`config.mk`:
```
export PLATFORM = sky130hd
export DESIGN_NAME = rff_device_flat
export DESIGN_NICKNAME = d
export VERILOG_FILES = /design/src/verilog/rff_pkg.sv /design/src/verilog/rff_link_if.sv /design/src/verilog/rff_device.sv /design/src/flat_wrapper.sv
export SDC_FILE = /design/constraint.sdc
export NUM_CORES = 1
export LEC_CHECK = 0
export ABC_AREA = 1
export BUFFER_PORTS_ARGS = -buffer_cell sky130_fd_sc_hd__buf_2
export CORE_MARGIN = 10
export CORE_UTILIZATION = 36
export CTS_BUF_LIST = sky130_fd_sc_hd__clkbuf_4 sky130_fd_sc_hd__clkbuf_8
export DETAILED_ROUTE_END_ITERATION = 7
export SYNTH_ARGS = -nofsm -noshare
export SYNTH_HDL_FRONTEND = slang
export SYNTH_SLANG_ARGS = --single-unit
```
`constraint.sdc`:
```
create_clock -name CLK -period 3.9 [get_ports CLK]
set_input_delay 0.195 -clock CLK [delete_from_list [all_inputs] [get_ports CLK]]
set_output_delay 0.195 -clock CLK [all_outputs]
set_load 0.05 [all_outputs]
```
`src/verilog/rff_pkg.sv`:
```
// Shared constants for the reset and fault-flag block and its host.
// Assumes one 10 MHz clock shared by both ends.
package rff_pkg;

  // Link widths
  localparam int ADDR_W = 8;
  localparam int DATA_W = 16;

  // Device register offsets
  localparam logic [7:0] REG_LATCHED  = 8'h00;
  localparam logic [7:0] REG_SUPPLY   = 8'h01;
  localparam logic [7:0] REG_LIVE     = 8'h02;
  localparam logic [7:0] REG_MASK     = 8'h03;
  localparam logic [7:0] REG_KEY      = 8'h04;
  localparam logic [7:0] REG_OVERHEAT = 8'h05;
  localparam logic [7:0] REG_CHAN     = 8'h06;

  // Command keys and clear pattern
  localparam logic [15:0] KEY_FIRST  = 16'h15FA;
  localparam logic [15:0] KEY_SECOND = 16'hAF51;
  localparam logic [15:0] CLEAR_ALL  = 16'hFFFF;

  // Latched and live flag positions
  localparam int FLG_RESTART   = 0;
  localparam int FLG_OVERHEAT  = 1;
  localparam int FLG_FRAME     = 2;
  localparam int FLG_CHAN      = 3;
  localparam int FLG_SUPPLY_LO = 4;
  localparam int N_SUPPLY      = 6;
  // Supply flag register and overheat config positions
  localparam int SUP_TRIM      = 0;
  localparam int CFG_HEAT_EN   = 0;

  // Reset values; channel config zero means high impedance
  localparam logic [15:0] MASK_RST = 16'h0000;
  localparam logic [15:0] CHAN_RST = 16'h0000;

  // Timing
  localparam int CLK_PERIOD_NS    = 100;
  localparam int RST_PULSE_MIN_NS = 1000;
  localparam int RST_PULSE_CYC    = (RST_PULSE_MIN_NS + CLK_PERIOD_NS - 1) / CLK_PERIOD_NS;
  localparam int RESET_TIME_NS    = 1000000;
  localparam int RESET_CYC_DEF    = (RESET_TIME_NS + CLK_PERIOD_NS - 1) / CLK_PERIOD_NS;

  // Host-side register offsets and control bits
  localparam logic [7:0] HREG_CTRL   = 8'h00;
  localparam logic [7:0] HREG_STATUS = 8'h01;
  localparam logic [7:0] HREG_DADDR  = 8'h02;
  localparam logic [7:0] HREG_DWDATA = 8'h03;
  localparam logic [7:0] HREG_DRDATA = 8'h04;
  localparam int CTL_PIN_RST = 0;
  localparam int CTL_SW_RST  = 1;
  localparam int CTL_CLEAR   = 2;
  localparam int CTL_WRITE   = 3;
  localparam int CTL_READ    = 4;

  // Device reset sequence states
  typedef enum logic [1:0] {
    ST_START = 2'b00,
    ST_WAIT  = 2'b01,
    ST_RUN   = 2'b11
  } rff_seq_e;

  // Host sequencer states
  typedef enum logic [3:0] {
    H_IDLE    = 4'b0000,
    H_PIN     = 4'b0001,
    H_KEY1    = 4'b0011,
    H_KEY2    = 4'b0010,
    H_WAIT    = 4'b0110,
    H_CLR_SUP = 4'b0111,
    H_CLR_LAT = 4'b0101,
    H_WRITE   = 4'b0100,
    H_READ    = 4'b1100,
    H_CAPT    = 4'b1101
  } rff_host_e;

endpackage

```
`src/verilog/rff_link_if.sv`:
```
// Register link between host and device, plus reset pin and fault pin.
// Both ends run on the same clock; the bench ties them together.
`timescale 1ns/100ps
interface rff_link_if;
  logic [7:0]  addr;
  logic [15:0] wdata;
  logic        wr;
  logic        rd;
  logic [15:0] rdata;
  logic        reset_pin_n;
  logic        fault_n;

  // Device end
  modport dev (
    input  addr,
    input  wdata,
    input  wr,
    input  rd,
    input  reset_pin_n,
    output rdata,
    output fault_n
  );

  // Host end
  modport host (
    output addr,
    output wdata,
    output wr,
    output rd,
    output reset_pin_n,
    input  rdata,
    input  fault_n
  );
endinterface

```
`src/verilog/rff_device.sv`:
```
// Reset sequencer and fault flags of the I/O channel device.
// Assumes monitor inputs synchronous to CLK and a host on the link port.
//
// The plain strobed port and the address map were decided locally.
`timescale 1ns/100ps
module rff_device
  import rff_pkg::*;
#(
  parameter int RESET_CYC = RESET_CYC_DEF,
  parameter int PULSE_CYC = RST_PULSE_CYC
)(
  // Clock and power-on reset
  input  wire logic          CLK,
  input  wire logic          NRST,
  // Link to host
  rff_link_if.dev            LINK,
  // Monitors
  input  wire logic          CORE_SUPPLY_OK,
  input  wire logic          INTF_SUPPLY_OK,
  input  wire logic [N_SUPPLY-1:0] SUPPLY_LOW,
  input  wire logic          TEMP_ALERT,
  input  wire logic          TEMP_RESET_HIT,
  input  wire logic          FRAME_ERR,
  input  wire logic          CHAN_FAULT,
  // Channel side
  output logic               CHAN_HIZ,
  output logic               CAL_RELOAD,
  output logic               IN_RESET,
  output logic [15:0]        CHAN_CFG
);

  localparam int CW = $clog2(RESET_CYC + 1);
  localparam int PW = $clog2(PULSE_CYC + 1);

  // Refuse counts the counters cannot serve
  generate
    if (RESET_CYC < 2 || PULSE_CYC < 1)
    begin : g_bad
      $error("rff_device: counts too small");
    end
  endgenerate

  rff_seq_e      state;
  rff_seq_e      next_state;
  logic [CW-1:0] cnt;
  logic [CW-1:0] next_cnt;
  logic [PW-1:0] pin_cnt;
  logic [PW-1:0] next_pin_cnt;
  logic [15:0]   latched;
  logic [15:0]   next_latched;
  logic [15:0]   supply;
  logic [15:0]   next_supply;
  logic [15:0]   mask;
  logic [15:0]   next_mask;
  logic [15:0]   chan;
  logic [15:0]   next_chan;
  logic          heat_en;
  logic          next_heat_en;
  logic          key_armed;
  logic          next_key_armed;
  logic [15:0]   rdata;
  logic [15:0]   next_rdata;
  logic          fault_n;
  logic          next_fault_n;
  logic [15:0]   live;
  logic          pin_held;
  logic          hold_req;
  logic          sw_go;
  logic          heat_go;
  logic          seq_done;
  logic          wr_run;

  ////////////////////////////////////////////////////////////////////////
  // Reset requests

  // Live view of the overheat, frame, channel and supply-low conditions, never latched
  // live unlatched view
  always_comb
  begin
    live                = 16'h0000;
    live[FLG_OVERHEAT]  = TEMP_ALERT;
    live[FLG_FRAME]     = FRAME_ERR;
    live[FLG_CHAN]      = CHAN_FAULT;
    live[FLG_SUPPLY_LO +: N_SUPPLY] = SUPPLY_LOW;
  end

  // Pin counts its low time; glitches shorter than the minimum are dropped
  // pin width filter
  assign pin_held = (pin_cnt == PW'(PULSE_CYC));
  assign hold_req = pin_held | ~CORE_SUPPLY_OK | ~INTF_SUPPLY_OK;
  assign wr_run   = (state == ST_RUN) & LINK.wr;
  assign sw_go    = wr_run & (LINK.addr == REG_KEY) & (LINK.wdata == KEY_SECOND) & key_armed;
  assign heat_go  = (state == ST_RUN) & heat_en & TEMP_RESET_HIT;
  assign seq_done = (state == ST_WAIT) & ~hold_req & (cnt == CW'(RESET_CYC - 1));

  ////////////////////////////////////////////////////////////////////////
  // Sequencer

  // Next state, counters
  always_comb
  begin
    next_state   = state;
    next_cnt     = cnt;
    next_pin_cnt = LINK.reset_pin_n ? '0 : (pin_held ? pin_cnt : pin_cnt + PW'(1));
    case (state)
      ST_START:
      begin
        next_cnt = '0;
        if (!hold_req)
          next_state = ST_WAIT;
      end
      ST_WAIT:
      begin
        next_cnt = cnt + CW'(1);
        if (hold_req)
          next_state = ST_START;
        else if (seq_done)
          next_state = ST_RUN;
      end
      ST_RUN:
      begin
        if (hold_req || sw_go || heat_go)
          next_state = ST_START;
      end
      default:
        next_state = ST_START;
    endcase
  end

  // Sequencer registers
  always_ff @(posedge CLK or negedge NRST)
  begin
    if (!NRST)
    begin
      state   <= ST_START;
      cnt     <= '0;
      pin_cnt <= '0;
    end
    else
    begin
      state   <= next_state;
      cnt     <= next_cnt;
      pin_cnt <= next_pin_cnt;
    end
  end

  ////////////////////////////////////////////////////////////////////////
  // Registers and flags

  // Writes only land in run; a set always beats a clear in the same cycle
  always_comb
  begin
    next_latched   = latched;
    next_supply    = supply;
    next_mask      = mask;
    next_chan      = chan;
    next_heat_en   = heat_en;
    next_key_armed = key_armed;
    next_rdata     = 16'h0000;
    if (state == ST_START)
    begin
      next_latched   = 16'h0000;
      next_supply    = 16'h0000;
      next_mask      = MASK_RST;
      next_chan      = CHAN_RST;
      next_heat_en   = 1'b0;
      next_key_armed = 1'b0;
    end
    else
    begin
      if (wr_run)
      begin
        next_key_armed = (LINK.addr == REG_KEY) & (LINK.wdata == KEY_FIRST);
        case (LINK.addr)
          REG_LATCHED:  next_latched = latched & ~LINK.wdata;
          REG_SUPPLY:   next_supply  = supply & ~LINK.wdata;
          REG_MASK:     next_mask    = LINK.wdata;
          REG_CHAN:     next_chan    = LINK.wdata;
          REG_OVERHEAT: next_heat_en = LINK.wdata[CFG_HEAT_EN];
          default:      next_chan    = chan;
        endcase
      end
      next_latched = next_latched | live;
      if (seq_done)
        next_latched[FLG_RESTART] = 1'b1;
      if ((state == ST_WAIT) && (LINK.wr || LINK.rd))
        next_supply[SUP_TRIM] = 1'b1;
      if (LINK.rd)
      begin
        case (LINK.addr)
          REG_LATCHED:  next_rdata = latched;
          REG_SUPPLY:   next_rdata = supply;
          REG_LIVE:     next_rdata = live;
          REG_MASK:     next_rdata = mask;
          REG_CHAN:     next_rdata = chan;
          REG_OVERHEAT: next_rdata = {15'h0000, heat_en};
          default:      next_rdata = 16'h0000;
        endcase
      end
    end
    next_fault_n = ~(|(next_latched & ~next_mask) | next_supply[SUP_TRIM]);
  end

  // Register file flops
  always_ff @(posedge CLK or negedge NRST)
  begin
    if (!NRST)
    begin
      latched   <= 16'h0000;
      supply    <= 16'h0000;
      mask      <= MASK_RST;
      chan      <= CHAN_RST;
      heat_en   <= 1'b0;
      key_armed <= 1'b0;
      rdata     <= 16'h0000;
      fault_n   <= 1'b1;
    end
    else
    begin
      latched   <= next_latched;
      supply    <= next_supply;
      mask      <= next_mask;
      chan      <= next_chan;
      heat_en   <= next_heat_en;
      key_armed <= next_key_armed;
      rdata     <= next_rdata;
      fault_n   <= next_fault_n;
    end
  end

  ////////////////////////////////////////////////////////////////////////
  // Outputs

  // Channel is forced hi-z until the sequence finishes
  assign LINK.rdata   = rdata;
  assign LINK.fault_n = fault_n;
  assign IN_RESET     = (state != ST_RUN);
  assign CAL_RELOAD   = (state == ST_WAIT);
  assign CHAN_HIZ     = (state != ST_RUN) | (chan == CHAN_RST);
  assign CHAN_CFG     = chan;

endmodule

```
`src/flat_wrapper.sv`:
```
// flat-port wrapper written by rule: the top's interface ports become plain ports
module rff_device_flat import rff_pkg::*;
#(
  parameter int RESET_CYC = RESET_CYC_DEF,
  parameter int PULSE_CYC = RST_PULSE_CYC
)
  (CLK, NRST, CORE_SUPPLY_OK, INTF_SUPPLY_OK, SUPPLY_LOW, TEMP_ALERT, TEMP_RESET_HIT, FRAME_ERR, CHAN_FAULT, CHAN_HIZ, CAL_RELOAD, IN_RESET, CHAN_CFG, LINK_addr, LINK_wdata, LINK_wr, LINK_rd, LINK_reset_pin_n, LINK_rdata, LINK_fault_n);
  rff_link_if LINK_i ();
  input  wire logic CLK;
  input  wire logic NRST;
  input  wire logic CORE_SUPPLY_OK;
  input  wire logic INTF_SUPPLY_OK;
  input  wire logic [N_SUPPLY-1:0] SUPPLY_LOW;
  input  wire logic TEMP_ALERT;
  input  wire logic TEMP_RESET_HIT;
  input  wire logic FRAME_ERR;
  input  wire logic CHAN_FAULT;
  output logic CHAN_HIZ;
  output logic CAL_RELOAD;
  output logic IN_RESET;
  output logic [15:0] CHAN_CFG;
  input wire logic [$bits(LINK_i.addr)-1:0] LINK_addr;
  input wire logic [$bits(LINK_i.wdata)-1:0] LINK_wdata;
  input wire logic [$bits(LINK_i.wr)-1:0] LINK_wr;
  input wire logic [$bits(LINK_i.rd)-1:0] LINK_rd;
  input wire logic [$bits(LINK_i.reset_pin_n)-1:0] LINK_reset_pin_n;
  output wire logic [$bits(LINK_i.rdata)-1:0] LINK_rdata;
  output wire logic [$bits(LINK_i.fault_n)-1:0] LINK_fault_n;
  assign LINK_i.addr = LINK_addr;
  assign LINK_i.wdata = LINK_wdata;
  assign LINK_i.wr = LINK_wr;
  assign LINK_i.rd = LINK_rd;
  assign LINK_i.reset_pin_n = LINK_reset_pin_n;
  assign LINK_rdata = LINK_i.rdata;
  assign LINK_fault_n = LINK_i.fault_n;
  rff_device #(.RESET_CYC(RESET_CYC), .PULSE_CYC(PULSE_CYC)) u_core (.CLK(CLK), .NRST(NRST), .LINK(LINK_i), .CORE_SUPPLY_OK(CORE_SUPPLY_OK), .INTF_SUPPLY_OK(INTF_SUPPLY_OK), .SUPPLY_LOW(SUPPLY_LOW), .TEMP_ALERT(TEMP_ALERT), .TEMP_RESET_HIT(TEMP_RESET_HIT), .FRAME_ERR(FRAME_ERR), .CHAN_FAULT(CHAN_FAULT), .CHAN_HIZ(CHAN_HIZ), .CAL_RELOAD(CAL_RELOAD), .IN_RESET(IN_RESET), .CHAN_CFG(CHAN_CFG));
endmodule
```
==> results of run 1 <==
## flip-flops by register name, indices dropped and copies added (netlist names)
register,count
u_core.latched,16
u_core.mask,16
u_core.heat_en,1
u_core.pin_cnt,4
u_core.cnt,14
u_core.CHAN_CFG,16
u_core.key_armed,1
u_core.supply,16
u_core.LINK.rdata,16
u_core.state,2
u_core.LINK.fault_n,1
## stage by stage
stage | total power [uW] | instance area (um2)
2_1_floorplan | 1280 | 5220
3_3_place_gp | 1390 | 5770
3_5_place_dp | 1390 | 5770
4_1_cts | 2090 | 5990
5_1_grt | 2170 | 5990
6_report | 2070 | 5990
## power by group through the flow
stage               clock network [uW]  registers, uW  logic, uW
floorplan                            0           1180       94.1
global placement                     0           1140        250
detailed placement                   0           1140        250
CTS                                716           1120        253
global route                       767           1130        274
finish                             697           1120        250
## synth_stat cells, drive strengths merged (3+ instances only)
master	count	area share [%]
nand2	213	15
dfrtp	102	49
inv	78	5.6
nor2	61	4.5
nand3	44	4.7
o21ai	38	3.6
a21oi	29	2.8
buf	18	1.9
a21boi	15	2.2
nor3	11	1.2
nor4	11	1.3
nand4	10	1.2
a31oi	7	0.84
clkbuf	6	0.43
a221oi	5	0.84
a22o	5	0.84
a211oi	4	0.58
xor2	4	0.67
ha	3	0.72
## worst max-delay path, cell delays in order (launching register included)
cell,delay [ps]
dfrtp_1,600
nor2_2,240
inv_2,100
buf_4,330
nand3_1,730
a21oi_1,560
## cell type report
class	count	area, um2
Fill cell	1405	8060
Sequential cell	103	2580
Multi-Input combinational cell	468	2220
Timing Repair Buffer	86	463
Inverter	80	302
Tap cell	180	225
Clock buffer	11	139
Clock inverter	5	58.8
## cell families (layout without fill, tap and decap cells)
group / count (synthesis) / count (layout)
XOR/XNOR: 4 / 4
adder cells (fa/ha/maj): 3 / 3
multiplexers: 1 / 1
flip-flops: 103 / 103
buffers and inverters: 104 / 182
AND/OR/NAND/NOR: 351 / 351
AO/OA/AOI/OAI: 109 / 109
## repair_timing
item                       in CTS  in global routing
hold buffers                    2                  0
setup buffers                   0                  0
hold endpoints to repair       71                  0
setup endpoints to repair       0                  0
## worst paths after layout
path                                              start                              to
min in group asynchronous                          NRST   u_core.supply[14]$_DFFE_PN0P_
setup reg to reg            u_core.state[1]$_DFFE_PN0P_  u_core.LINK.rdata[2]$_DFF_PN0_
hold reg to reg            u_core.latched[14]$_DFF_PN0_    u_core.latched[14]$_DFF_PN0_
setup / recovery            u_core.state[1]$_DFFE_PN0P_  u_core.LINK.rdata[2]$_DFF_PN0_
max in group asynchronous                          NRST    u_core.supply[2]$_DFFE_PN0P_
hold / removal                            SUPPLY_LOW[2]     u_core.latched[6]$_DFF_PN0_
## layer usage
metal	up-vias	GRT usage [%]	wire [um]
li1	2345	-	-
met1	2290	20.2	6830
met2	160	26.3	7630
met3	30	4.77	1060
met4	0	5.82	384
met5	-	0	0
==> impl_metrics.json, run 1 <==
{
  "status": "complete, no violations",
  "via_per_inst": 5.17,
  "drt-total-wl_um": 15900,
  "vias": 4825,
  "wl_per_cell_um": 17.0,
  "ys.flop_type": "dfrtp_1",
  "r2r_slack_ps": 1200,
  "io_pins": 77,
  "period_share_pct": 69.2,
  "hold_violations": 0,
  "die_width_um": 140,
  "synth-adder-area-share_pct": 0.719,
  "root_buffer": "clkbuf_8",
  "switching_share_pct": 29.0,
  "clkPwrFrac_pct": 33.7,
  "seq_area_frac_synth_pct": 49.4,
  "dp_cells": 915,
  "chipHeight_um": 140,
  "whs_ps": 61.8,
  "cts_buffers": 9,
  "avgSynthCellArea_um2": 7.73,
  "powerDensity_mw_per_mm2": 346,
  "syn2layout_area_growth_pct": 14.7,
  "required_ps": 4160,
  "dieArea_mm2": 0.0197,
  "path_clk_slew_ps": 110,
  "synth_warnings": 0,
  "grt_overflow": 0,
  "synth_top_family_by_area": "simple AND/OR/NAND/NOR gates",
  "slew_headroom_pct": 38.3,
  "synth-simple-area-share_pct": 28.3,
  "pwr-share-seq_pct": 54.2,
  "hold-path-cell-count": 3,
  "setup-tns-final_ps": 0,
  "clock_latency_ps": 400,
  "drc": 0,
  "grt_start_max_net_pins": 70,
  "cts_htree_levels": 3,
  "layout.nets": 792,
  "rsz0062_at_grt": "false",
  "final_cell_count_no_fill": 933,
  "first_global_vias": 4762,
  "netlist_area_mm2": 0.00522,
  "io_buffer_count": 76,
  "synth_cells": 675,
  "cp-end-kind": "flop",
  "fin_util_pct": 42.6,
  "synth_xor_area_share_pct": 0.671,
  "core_area_mm2": 0.0140,
  "crit_fanout": 32,
  "critPathArrivalTime_ps": 2960,
  "p_switching_uw": 600,
  "gp_congestion": 0.915,
  "p_leak_uw": 0.00302,
  "first_pass_iters": 5,
  "mostFrequentLayoutCell": "nand2_1",
  "rows": 43,
  "synth-seq-cells": 103,
  "p_comb_share_pct": 12.1,
  "antenna_found_initial": 0,
  "dp_slack_ps": 1260,
  "drv_slew": 0,
  "antenna_left": 0,
  "n_antenna_cell": 0,
  "async_flop_share_pct": 100,
  "cts.sinks": 103,
  "track_usage_pct": 16.3,
  "synth_mux_area_share_pct": 0.216,
  "hold_path.class": "in -> reg",
  "ir_drop_mv": 0.158,
  "syn_nets": 719,
  "clk_path_buf_depth": 2,
  "synth_edf_count": 0,
  "finClkSkew_ps": 16.5,
  "worstSetupPathType": "reg -> reg",
  "fin_ws_ps": 1200,
  "grt_pass1_wl_um": 25800,
  "ys_types": 35,
  "post_cts_resized": 0,
  "max_cap_violations": 0,
  "rr_worst_depth": 5,
  "cts_tree": "yes",
  "min_period_ps": 2700,
  "drtIter0Drc": 340,
  "startpoint_type": "flop",
  "post_route_cells_drive_above_1_share_pct": 15.0,
  "worst-slew-pin-transition_ps": 923,
  "setup_viol": 0,
  "max_freq_mhz": 370,
  "p_int_uw": 1470,
  "dp_hpwl_um": 11700,
  "synth_compound_area_share_pct": 12.5,
  "start_util_pct": 37.2,
  "final_cell_mix": "213 x nand2_1, 102 x dfrtp_1, 75 x inv_1, 75 x buf_2, 58 x nor2_1"
}
No activity file was read; power rests on OpenSTA's default activity.
==> run 2, diff against run 1 <==
Clock period 3.9 ns to 2.6 ns, I/O delays scaled along.
==> impl_metrics.json, run 2 (same netlist as run 1, synthesis figures left out) <==
{
  "cts_tree": "yes",
  "multi_input_area_mm2": 0.00222,
  "dp_cells": 920,
  "via_per_inst": 5.23,
  "grt_pass1_wl_um": 25800,
  "path_clk_slew_ps": 110,
  "p_leak_uw": 0.00308,
  "vias": 4932,
  "clk_path_buf_depth": 2,
  "period_share_pct": 85.3,
  "first_global_vias": 4836,
  "drtIter0Drc": 325,
  "critPathArrivalTime_ps": 2090,
  "design_area_mm2": 0.00610,
  "io_buffer_count": 76,
  "post_route_cells_drive_above_1_share_pct": 15.5,
  "slew_headroom_pct": 49.2,
  "setup-tns-final_ps": 0,
  "powerDensity_mw_per_mm2": 517,
  "final-seq-area_mm2": 0.00258,
  "die_width_um": 140,
  "mostFrequentLayoutCell": "nand2_1",
  "final_cell_mix": "213 x nand2_1, 102 x dfrtp_1, 75 x inv_1, 75 x buf_2, 58 x nor2_1",
  "drc": 0,
  "cts_buffers": 9,
  "start_util_pct": 37.2,
  "core_area_mm2": 0.0140,
  "grt_overflow": 0,
  "cts_setup_buffers": 0,
  "pwr-share-seq_pct": 53.4,
  "dieArea_mm2": 0.0197,
  "dp_hpwl_um": 11700,
  "hold_path.class": "in -> reg",
  "p_int_uw": 2230,
  "required_ps": 2470,
  "layout.nets": 802,
  "finClkSkew_ps": 15.1,
  "max_freq_mhz": 451,
  "max_cap_violations": 0,
  "p_switching_uw": 929,
  "rsz0062_at_grt": "false",
  "nFillCells": 1407,
  "antenna_found_initial": 0,
  "drt-total-wl_um": 16300,
  "clock_latency_ps": 390,
  "wl_per_cell_um": 17.2,
  "grt_start_max_net_pins": 57,
  "n_antenna_cell": 0,
  "startpoint_type": "flop",
  "drv_slew": 0,
  "syn2layout_area_growth_pct": 17.0,
  "rows": 43,
  "root_buffer": "clkbuf_8",
  "final_cell_count_no_fill": 943,
  "crit_fanout": 4,
  "cts.sinks": 103,
  "antenna_left": 0,
  "cts_htree_levels": 3,
  "clkPwrFrac_pct": 34.0,
  "worst-slew-pin-transition_ps": 761,
  "worstSetupPathType": "reg -> out",
  "p_comb_share_pct": 12.6,
  "ir_drop_mv": 0.235,
  "status": "complete, no violations",
  "hold_violations": 0,
  "min_period_ps": 2220,
  "placed_area_mm2": 0.00583,
  "track_usage_pct": 16.2,
  "setup_viol": 0,
  "io_pins": 77,
  "switching_share_pct": 29.4,
  "cp-end-kind": "primary output",
  "first_pass_iters": 5,
  "gp_congestion": 0.958,
  "chipHeight_um": 140
}
==> run 2: cell types whose count changed in the layout (fill, tap and decap cells not counted), sizes merged <==
cell / change
clkinvlp: -1
dlygate4sd3: +5
buf: +5
clkinv: -1
inv: +2
==> run 2: worst paths after layout <==
check	start	endpoint	slack (ps)	cells after the start
worst min register to register	u_core.key_armed$_DFFE_PN0P_	u_core.key_armed$_DFFE_PN0P_	540	2
worst max-delay path	u_core.CHAN_CFG[7]$_DFFE_PN0P_	CHAN_HIZ	380	4
worst min-delay path	SUPPLY_LOW[4]	u_core.latched[8]$_DFF_PN0_	40	3
worst max register to register	u_core.state[1]$_DFFE_PN0P_	u_core.LINK.fault_n$_DFF_PN1_	490	10
min in group asynchronous	NRST	u_core.supply[11]$_DFFE_PN0P_	350	2
max in group asynchronous	NRST	u_core.cnt[6]$_DFFE_PN0P_	1500	3
==> run 2: repair_timing <==
action / CTS / global route
gates resized for setup: 0 / 0
hold buffers: 7 / 0
hold endpoints to repair: 63 / 0
==> run 2: final cells by class <==
cell class,instances,share of cell area [%]
multi-input combinational,468,36.4
inverter,80,4.94
timing repair buffer,96,9.43
clock inverter,5,1.05
sequential,103,42.2
tap,180,3.69
clock buffer,11,2.28
==> run 2: stage by stage <==
stage | total power [uW] | util [%] | setup WS (ps) | hold WS (ps)
2_1_floorplan | 1920 | - | 1090 | -166
3_3_place_gp | 2100 | 41.5 | 557 | 241
3_5_place_dp | 2100 | 41.5 | 501 | 254
4_1_cts | 3190 | 43.5 | 457 | 9.51
5_1_grt | 3290 | 43.5 | 259 | 24.2
6_report | 3160 | 43.5 | 382 | 35.9
==> run 2: per-layer routing <==
layer / vias to the layer above / global-route usage [%] / part of all wire (%)
li1: 2362 / - / -
met1: 2364 / 20.2 / 43
met2: 176 / 26.4 / 47
met3: 30 / 4.19 / 7.0
met4: 0 / 5.65 / 2.9
met5: - / 0 / 0
==> run 2: power by group through the flow <==
stage	combinational, uW	sequential, uW	clock (uW)
floorplan	141	1780	0
global placement	385	1710	0
detailed placement	390	1710	0
CTS	400	1680	1100
global route	432	1690	1170
finish	398	1680	1070
==> run 2: critical path: stages (launching register included) <==
cell     delay [ps]
dfrtp_1         430
nor4_1          550
nand4_1         270
nand3_1         160
buf_2           280
